File: config.mk
export PLATFORM = sky130hd
export DESIGN_NAME = sac_ctrl
export DESIGN_NICKNAME = d
export VERILOG_FILES = /design/src/logic/sac_pkg.sv /design/src/logic/sac_ctrl.sv /design/src/logic/sac_slot_timer.sv /design/src/logic/sac_sync2.sv
export SDC_FILE = /design/constraint.sdc
export NUM_CORES = 1
export LEC_CHECK = 0
export ABC_AREA = 1
export BUFFER_PORTS_ARGS = -buffer_cell sky130_fd_sc_hd__buf_4
export CAP_MARGIN = 20
export CORE_ASPECT_RATIO = 1.5
export CORE_MARGIN = 3
export CORE_UTILIZATION = 51
export DETAILED_ROUTE_END_ITERATION = 12
export GPL_TIMING_DRIVEN = 0
export PLACE_DENSITY = 0.87
export SLEW_MARGIN = 10
export SYNTH_ARGS = -nofsm -noshare
export SYNTH_HDL_FRONTEND = slang
export SYNTH_SLANG_ARGS = --single-unit
File: constraint.sdc
create_clock -name clk_i -period 2.5 [get_ports clk_i]
set_input_delay 0.125 -clock clk_i [delete_from_list [all_inputs] [get_ports clk_i]]
set_output_delay 0.125 -clock clk_i [all_outputs]
set_load 0.02 [all_outputs]
File: src/logic/sac_pkg.sv
/*
 * Shared constants for the converter control block: register indexes,
 * field positions, reset values, mode codes and timing figures.
 * Assumes a 32-bit classic Wishbone bus with word-aligned registers.
 */
package sac_pkg;
  // Register indexes; byte address is four times the index
  localparam logic [5:0] IDX_CTRL = 6'h34;
  localparam logic [5:0] IDX_STAT = 6'h35;
  localparam logic [5:0] IDX_RESL = 6'h36;
  localparam logic [5:0] IDX_RESH = 6'h37;
  // Field positions
  localparam int CTRL_START_BIT = 7;
  localparam int CTRL_MODE_LSB = 5;
  localparam int CTRL_INPUT_EN_BIT = 4;
  localparam int CTRL_CHAN_LSB = 0;
  localparam int STAT_EOC_BIT = 7;
  localparam int STAT_BUSY_BIT = 6;
  localparam int STAT_TIME_LSB = 0;
  // Values after reset
  localparam logic [7:0] RST_CTRL = 8'h00;
  localparam logic [7:0] RST_STAT = 8'h00;
  localparam logic [9:0] RST_RESULT = 10'h000;
  // Operating modes
  localparam logic [1:0] MODE_OFF = 2'h0;
  localparam logic [1:0] MODE_SINGLE = 2'h1;
  localparam logic [1:0] MODE_REPEAT = 2'h3;
  // Timing: gear clock period, conversion base and slot layout
  localparam int CLK_PERIOD_NS = 10;
  localparam int BASE_PERIODS = 39;
  localparam int SLOTS = 13;
  localparam int SLOT_BASE = BASE_PERIODS / SLOTS;
  localparam int SAMPLE_SLOTS = 3;
  localparam logic [2:0] TIME_CODE_MAX = 3'h4;
  localparam int NUM_CH = 8;
  localparam int RES_W = 10;
  typedef enum logic [1:0] {SAC_IDLE, SAC_CONV, SAC_STORE} sac_state_e;
endpackage

File: src/logic/sac_ctrl.sv
/*
 * Control and status logic of a 10-bit successive-approximation
 * converter: Wishbone register file, mode and start handling, step
 * sequencer and result store. Assumes an external sample-hold, DAC
 * and comparator whose output arrives without timing relation.
 */
// The Wishbone register port was decided locally.
`timescale 1ns/100ps
module sac_ctrl (
  input wire logic clk_i, // Gear clock, 100 MHz
  input wire logic rst_i, // Synchronous reset, active high
  input wire logic [7:0] adr_i, // Wishbone byte address
  input wire logic [31:0] dat_i, // Wishbone write data
  output logic [31:0] dat_o, // Wishbone read data
  input wire logic we_i, // Wishbone write enable
  input wire logic [3:0] sel_i, // Wishbone byte selects
  input wire logic cyc_i, // Wishbone cycle
  input wire logic stb_i, // Wishbone strobe
  output logic ack_o, // Wishbone acknowledge
  input wire logic lp_entry_i, // Pulse on low-power mode entry
  input wire logic comp_i, // Comparator, asynchronous
  output logic [sac_pkg::NUM_CH-1:0] chan_sel_o, // One-hot input switch
  output logic analog_in_enable_o, // Analog input enable
  output logic sample_o, // Sample-hold tracking
  output logic [sac_pkg::RES_W-1:0] dac_code_o, // Trial code to DAC
  output logic conversion_done_irq_o // One-cycle completion pulse
);

  sac_pkg::sac_state_e state_q;
  logic ack_q;
  logic acc, wr_ctrl, wr_stat, rd_low, rd_high;
  logic start_q, ain_q, eoc_q, busy_q, low_pend_q, irq_q;
  logic [1:0] converter_op_mode_q;
  logic [3:0] channel_select_q;
  logic [2:0] time_q, time_eff;
  logic [3:0] slot_q;
  logic [sac_pkg::RES_W-1:0] sar_q, result_q;
  logic comp_s, slot_end, go, stop_now, commit, discard, last_slot;
  logic [10:0] conv_cnt_q;

  // Register index from a byte address
  function automatic logic hit(input logic [7:0] a, input logic [5:0] i);
    return a[7:2] == i;
  endfunction

  // One successive-approximation decision on bit k
  function automatic logic [9:0] sar_step(input logic [9:0] s,
                                          input logic [3:0] k,
                                          input logic c);
    logic [9:0] r;
    r = s;
    r[k] = c;
    if (k != 4'h0) begin
      r[k-4'h1] = 1'b1;
    end
    return r;
  endfunction

  // Comparator crosses into the gear clock domain
  sac_sync2 #(.W(1)) u_comp_sync (
    .clk_i(clk_i),
    .rst_i(rst_i),
    .d_i(comp_i),
    .q_o(comp_s)
  );

  // Reserved time codes run as the longest legal time
  assign time_eff = (time_q > sac_pkg::TIME_CODE_MAX) ?
                    sac_pkg::TIME_CODE_MAX : time_q;

  // Slot pacing for sampling and bit decisions
  sac_slot_timer #(.CNT_W(6)) u_timer (
    .clk_i(clk_i),
    .rst_i(rst_i),
    .run_i(state_q == sac_pkg::SAC_CONV),
    .code_i(time_eff),
    .slot_end_o(slot_end)
  );

  // Bus decode; ack one cycle after the request, then drops
  assign acc = cyc_i && stb_i && !ack_q;
  assign wr_ctrl = acc && we_i && sel_i[0] && hit(adr_i, sac_pkg::IDX_CTRL);
  assign wr_stat = acc && we_i && sel_i[0] && hit(adr_i, sac_pkg::IDX_STAT);
  assign rd_low = acc && !we_i && hit(adr_i, sac_pkg::IDX_RESL);
  assign rd_high = acc && !we_i && hit(adr_i, sac_pkg::IDX_RESH);
  assign ack_o = ack_q;

  // Forced stop by mode 00 or low-power entry; start needs a live mode
  assign stop_now = lp_entry_i || (wr_ctrl &&
    dat_i[sac_pkg::CTRL_MODE_LSB +: 2] == sac_pkg::MODE_OFF);
  assign go = start_q && state_q == sac_pkg::SAC_IDLE && !stop_now &&
    (converter_op_mode_q == sac_pkg::MODE_SINGLE ||
     converter_op_mode_q == sac_pkg::MODE_REPEAT);
  assign last_slot = slot_end && slot_q == 4'(sac_pkg::SLOTS - 1);
  // Completion while a low byte read awaits its high byte is dropped
  assign commit = state_q == sac_pkg::SAC_STORE && !low_pend_q &&
                  !stop_now;
  assign discard = state_q == sac_pkg::SAC_STORE && low_pend_q &&
                   !stop_now;

  // Acknowledge
  always_ff @(posedge clk_i) begin
    if (rst_i) begin
      ack_q <= 1'b0;
    end else begin
      ack_q <= acc;
    end
  end

  // Read data captured with the acknowledge
  always_ff @(posedge clk_i) begin
    if (rst_i) begin
      dat_o <= 32'h0000_0000;
    end else if (acc && !we_i) begin
      dat_o <= 32'h0000_0000;
      if (hit(adr_i, sac_pkg::IDX_CTRL)) begin
        dat_o[7:0] <= {start_q, converter_op_mode_q, ain_q,
                       channel_select_q};
      end else if (hit(adr_i, sac_pkg::IDX_STAT)) begin
        dat_o[7:0] <= {eoc_q, busy_q, 3'h0, time_q};
      end else if (hit(adr_i, sac_pkg::IDX_RESL)) begin
        dat_o[7:0] <= result_q[7:0];
      end else if (hit(adr_i, sac_pkg::IDX_RESH)) begin
        dat_o[7:0] <= {6'h00, result_q[9:8]};
      end
    end
  end

  // Start bit lives one cycle, so reads see zero once launched
  always_ff @(posedge clk_i) begin
    if (rst_i || lp_entry_i) begin
      start_q <= sac_pkg::RST_CTRL[sac_pkg::CTRL_START_BIT];
    end else if (wr_ctrl) begin
      start_q <= dat_i[sac_pkg::CTRL_START_BIT];
    end else begin
      start_q <= 1'b0;
    end
  end

  // Mode and input enable; both forgotten on low-power entry
  always_ff @(posedge clk_i) begin
    if (rst_i || lp_entry_i) begin
      converter_op_mode_q <= sac_pkg::RST_CTRL[6:5];
      ain_q <= sac_pkg::RST_CTRL[sac_pkg::CTRL_INPUT_EN_BIT];
    end else if (wr_ctrl) begin
      converter_op_mode_q <= dat_i[sac_pkg::CTRL_MODE_LSB +: 2];
      ain_q <= dat_i[sac_pkg::CTRL_INPUT_EN_BIT];
    end
  end

  // Channel and time code survive low-power entry
  always_ff @(posedge clk_i) begin
    if (rst_i) begin
      channel_select_q <= sac_pkg::RST_CTRL[3:0];
      time_q <= sac_pkg::RST_STAT[2:0];
    end else begin
      if (wr_ctrl) begin
        channel_select_q <= dat_i[sac_pkg::CTRL_CHAN_LSB +: 4];
      end
      if (wr_stat) begin
        time_q <= dat_i[sac_pkg::STAT_TIME_LSB +: 3];
      end
    end
  end

  // Sequencer: convert, then one store cycle, repeat loops back
  always_ff @(posedge clk_i) begin
    if (rst_i) begin
      state_q <= sac_pkg::SAC_IDLE;
    end else begin
      case (state_q)
        sac_pkg::SAC_IDLE: begin
          if (go) begin
            state_q <= sac_pkg::SAC_CONV;
          end
        end
        sac_pkg::SAC_CONV: begin
          if (stop_now) begin
            state_q <= sac_pkg::SAC_IDLE;
          end else if (last_slot) begin
            state_q <= sac_pkg::SAC_STORE;
          end
        end
        sac_pkg::SAC_STORE: begin
          if (!stop_now &&
              converter_op_mode_q == sac_pkg::MODE_REPEAT) begin
            state_q <= sac_pkg::SAC_CONV;
          end else begin
            state_q <= sac_pkg::SAC_IDLE;
          end
        end
        default: begin
          state_q <= sac_pkg::SAC_IDLE;
        end
      endcase
    end
  end

  // Slot counter: three sampling slots, then one per result bit
  always_ff @(posedge clk_i) begin
    if (rst_i || state_q != sac_pkg::SAC_CONV) begin
      slot_q <= 4'h0;
    end else if (slot_end) begin
      slot_q <= slot_q + 4'h1;
    end
  end

  // Trial code; MSB first, decided at each slot end after sampling
  always_ff @(posedge clk_i) begin
    if (rst_i) begin
      sar_q <= sac_pkg::RST_RESULT;
    end else if (go || (state_q == sac_pkg::SAC_STORE &&
                        converter_op_mode_q == sac_pkg::MODE_REPEAT)) begin
      sar_q <= 10'h200;
    end else if (state_q == sac_pkg::SAC_CONV && slot_end &&
                 slot_q >= 4'(sac_pkg::SAMPLE_SLOTS)) begin
      sar_q <= sar_step(sar_q, 4'(sac_pkg::SLOTS - 1) - slot_q,
                        comp_s);
    end
  end

  // Busy: set after the start is taken, held through repeat loops
  always_ff @(posedge clk_i) begin
    if (rst_i || stop_now) begin
      busy_q <= 1'b0;
    end else if (go) begin
      busy_q <= 1'b1;
    end else if (state_q == sac_pkg::SAC_STORE &&
                 converter_op_mode_q != sac_pkg::MODE_REPEAT) begin
      busy_q <= 1'b0;
    end
  end

  // End flag: completion beats a same-cycle read clear
  always_ff @(posedge clk_i) begin
    if (rst_i || stop_now) begin
      eoc_q <= 1'b0;
    end else if (commit) begin
      eoc_q <= 1'b1;
    end else if (rd_high || (go &&
                 converter_op_mode_q == sac_pkg::MODE_SINGLE)) begin
      eoc_q <= 1'b0;
    end
  end

  // Pending low-byte read guards the result pair against tearing
  always_ff @(posedge clk_i) begin
    if (rst_i || stop_now || rd_high) begin
      low_pend_q <= 1'b0;
    end else if (rd_low) begin
      low_pend_q <= 1'b1;
    end
  end

  // Result store, wiped by a forced stop or low-power entry
  always_ff @(posedge clk_i) begin
    if (rst_i || stop_now) begin
      result_q <= sac_pkg::RST_RESULT;
    end else if (commit) begin
      result_q <= sar_q;
    end
  end

  // Interrupt pulse only for a stored result
  always_ff @(posedge clk_i) begin
    if (rst_i) begin
      irq_q <= 1'b0;
    end else begin
      irq_q <= commit;
    end
  end

  // Analog side; reserved channel codes open every switch
  always_comb begin
    chan_sel_o = '0;
    if (ain_q && !channel_select_q[3]) begin
      chan_sel_o[channel_select_q[2:0]] = 1'b1;
    end
  end
  assign analog_in_enable_o = ain_q;
  assign sample_o = state_q == sac_pkg::SAC_CONV &&
                    slot_q < 4'(sac_pkg::SAMPLE_SLOTS);
  assign dac_code_o = sar_q;
  assign conversion_done_irq_o = irq_q;

  // Cycles spent converting, read only by the checks below
  always_ff @(posedge clk_i) begin
    if (rst_i || state_q != sac_pkg::SAC_CONV) begin
      conv_cnt_q <= 11'h000;
    end else begin
      conv_cnt_q <= conv_cnt_q + 11'h001;
    end
  end
endmodule

File: src/logic/sac_slot_timer.sv
/*
 * Slot timer: while running, pulses once every 3 << code gear cycles.
 * Assumes the code is already limited to the legal range.
 */
`timescale 1ns/100ps
module sac_slot_timer #(
  parameter int CNT_W = 6
) (
  input wire logic clk_i, // Gear clock
  input wire logic rst_i, // Synchronous reset
  input wire logic run_i, // Count while high
  input wire logic [2:0] code_i, // Time code, 0 to 4
  output logic slot_end_o // Last cycle of a slot
);
  logic [CNT_W-1:0] cnt_q;
  logic [CNT_W-1:0] last;

  // Slot length is the base slot scaled by the code
  assign last = CNT_W'((sac_pkg::SLOT_BASE << code_i) - 1);
  assign slot_end_o = run_i && (cnt_q == last);

  // Restart from zero whenever stopped so each conversion is exact
  always_ff @(posedge clk_i) begin
    if (rst_i || !run_i || slot_end_o) begin
      cnt_q <= '0;
    end else begin
      cnt_q <= cnt_q + CNT_W'(1);
    end
  end
endmodule

File: src/logic/sac_sync2.sv
/*
 * Two-flop synchroniser for levels arriving from another domain.
 * Assumes the input changes slower than the clock.
 */
`timescale 1ns/100ps
module sac_sync2 #(
  parameter int W = 1
) (
  input wire logic clk_i, // Gear clock
  input wire logic rst_i, // Synchronous reset
  input wire logic [W-1:0] d_i, // Asynchronous level
  output logic [W-1:0] q_o // Synchronised level
);
  logic [W-1:0] meta_q;

  // First stage feeds only the second
  always_ff @(posedge clk_i) begin
    if (rst_i) begin
      meta_q <= '0;
      q_o <= '0;
    end else begin
      meta_q <= d_i;
      q_o <= meta_q;
    end
  end
endmodule

==> results.json <==
{
  "worstPathMaxFanout": 9,
  "crit_required_ns": 2.71,
  "tightest_slew_ns": 0.824,
  "htree_levels": 3,
  "grt_pass1_vias": 3091,
  "cts.clk_slew.worst_paths_ns": 0.07,
  "yosys_warnings": 0,
  "syn_inst": 500,
  "synthTopCellsByArea": "dfxtp_1 (35%), nand2_1 (14%), inv_1 (7.4%), nor2_1 (6.8%), buf_4 (5.9%)",
  "grt_overflow": 0,
  "gp_congestion": 0.857,
  "fmax_mhz": 484,
  "finalSetupViolCount": 0,
  "rsz0062_at_grt": "false",
  "drv_slew": 0,
  "final_util": 0.652,
  "synth_top_area_cell": "dfxtp_1",
  "synth_seq_area_share": 0.350,
  "setup_tns_ns": 0,
  "avgSynthCellArea_sq_um": 6.64,
  "critPathCaptureType": "register",
  "startpoint_type": "register",
  "fin_nets": 645,
  "powerDensity_nw_per_um2": 454,
  "areaGrowthSynthToFinish_pct": 22.2,
  "ioPinCount": 105,
  "ys_ff_latch": 58,
  "ir_worst_vdd_uv": 342,
  "critPathKind": "register to register",
  "num_rows": 35,
  "max_cap_viol_count": 0,
  "drive_gt1_frac": 0.200,
  "die_y_um": 105,
  "finalHoldViolCount": 0,
  "leakage_nw": 1.90,
  "cts_resized": 0,
  "seq_area_sq_um": 1160,
  "via_per_inst": 5.01,
  "die_x_um": 71.9,
  "cts_root_buf": "clkbuf_8",
  "cts.sinks": 58,
  "layout_min_cycle_time_ns": 2.07,
  "numCtsBuffers": 9,
  "worstSkewPairLatency_ns": 0.34,
  "antenna_found_initial": 0,
  "synth_cell_types": 31,
  "clk_path_buf_depth": 2,
  "hold_class": "input port to register",
  "grt_max_degree": 11,
  "slew_headroom": 0.446,
  "grt_pass1_wl_um": 13000,
  "outcome": "complete, no violations",
  "drtIter0Drc": 206,
  "wl_per_cell_um": 12.1,
  "portBuffers": 50,
  "postCtsSetupBuffers": 0,
  "yosys.area.top_type_share": 0.350,
  "arrival_ns": 2.28,
  "finClkSkew_ns": 0.00947,
  "fill_cells": 544,
  "cts_hold_buf": 1,
  "start_util": 0.534,
  "final_antenna_net_count": 0,
  "via_count": 3327,
  "post-route-period-util": 0.826,
  "drcViolationCount": 0,
  "grtUsageTotal": 0.214,
  "netlist_area_sq_um": 3320,
  "core_area_sq_um": 6220,
  "cts_tree": "built",
  "dr.pass1.iters": 5,
  "die_area_sq_um": 7530,
  "hpwl_um": 6270,
  "wl_um": 8050,
  "multi_input_area_sq_um": 1750,
  "antennaDiodeCount": 0
}
-- state kept, by name, indices dropped and copies added (netlist names), 2 cells and up --
| name | cells |
|---|---|
| dac_code_o | 10 |
| result_q | 10 |
| dat_o | 8 |
| u_timer.cnt_q | 6 |
| channel_select_q | 4 |
| slot_q | 4 |
| time_q | 3 |
| converter_op_mode_q | 2 |
| state_q | 2 |
-- logic make-up (layout without fill, tap and decap cells) --
family	after synthesis	after routing	share of synthesized area
xor+xnor	1	1	0.00264
flops	58	58	0.350
simple gates	245	245	0.323
other cells	1	24	0.00113
fa+ha+maj	9	9	0.0339
buf+inv	101	168	0.148
compound gates	85	85	0.141
-- report_power, final --
group	leakage [nW]	switching (mW)	internal, mW
clock network	0.0851	0.380	0.381
registers	0.468	0.00299	0.930
logic	1.35	0.0851	0.0618
total	1.90	0.468	1.37
-- area by class of cell --
class,count,area share
clock inverters,5,0.00741
well taps,74,0.0228
clock buffers,11,0.0349
flip-flops and latches,58,0.286
multi-input cells,364,0.432
repair buffers,51,0.0951
inverters,67,0.0633
plain buffers,34,0.0580
-- cell usage after synthesis (all sizes together) --
library cell and number:
a41oi 3, ha 9, clkbuf 5, buf 29
dfxtp 58, o211ai 1, nand2 135, nor3 4
a31oi 3, nand3 36, a211oi 5, nor2 69
o221ai 3, a21oi 35, conb 1, o22ai 1
nor3b 1, inv 67, xor2 1, o21ai 34
-- cell usage in the layout (no fill, tap or decap), types with 3 or more instances in the layout --
master and n:
nand3_1 32, o21ai_1 4, nand3_2 4, a31oi_1 3, a21oi_1 35, nor3_1 4
nor2_2 6, buf_4 76, nor2_1 60, ha_1 9, o21ai_0 30, clkbuf_8 10
dfxtp_1 58, inv_1 65, a41oi_1 3, nand2_1 126, o221ai_1 3, conb_1 24
a211oi_1 5, nand2_2 7, clkinv_2 3, clkbuf_1 6
-- stage by stage --
step | std cells | setup WS (ns) | cell area [sq um] | hold WS, ns | power [mW]
2_1_floorplan | 523 | 0.699 | 3400 | 0.232 | 1.05
3_3_place_gp | 647 | 0.523 | 3870 | 0.325 | 1.10
3_5_place_dp | 647 | 0.441 | 3870 | 0.335 | 1.10
4_1_cts | 664 | 0.427 | 4050 | 0.0138 | 1.84
5_1_grt | 664 | 0.166 | 4050 | 0.0358 | 1.89
6_report | 664 | 0.435 | 4050 | 0.0256 | 1.84
-- critical path: stages, from the launching register on --
cell,delay [ns]
dfxtp_1,0.36
inv_1,0.10
nor2_1,0.14
inv_1,0.06
ha_1,0.24
nor2_1,0.12
nand2_1,0.06
nand2_1,0.07
nor2_1,0.05
nor2_2,0.22
nand3_2,0.22
nand2_1,0.11
nor2_1,0.04
nor2_1,0.10
nor2_1,0.05
-- per-layer routing --
metal | share of wire | GRT usage | wire, um | vias up
met3 | 0.059 | 0.0443 | 473 | 28
met1 | 0.38 | 0.214 | 3080 | 1454
met5 | 0 | 0 | 0 | -
li1 | - | - | - | 1717
met2 | 0.52 | 0.395 | 4170 | 128
met4 | 0.040 | 0.117 | 323 | 0
-- worst paths after layout --
check                startpoint              end  slack [ns]  cells past startpoint
min reg2reg  u_comp_sync.meta_q  u_comp_sync.q_o        0.41                      2
max                   time_q[1]    dac_code_o[9]        0.43                     14
min                    dat_i[7]          start_q        0.03                      3
max reg2reg           time_q[1]    dac_code_o[9]        0.43                     14
Power figures use the tool's default switching activity.
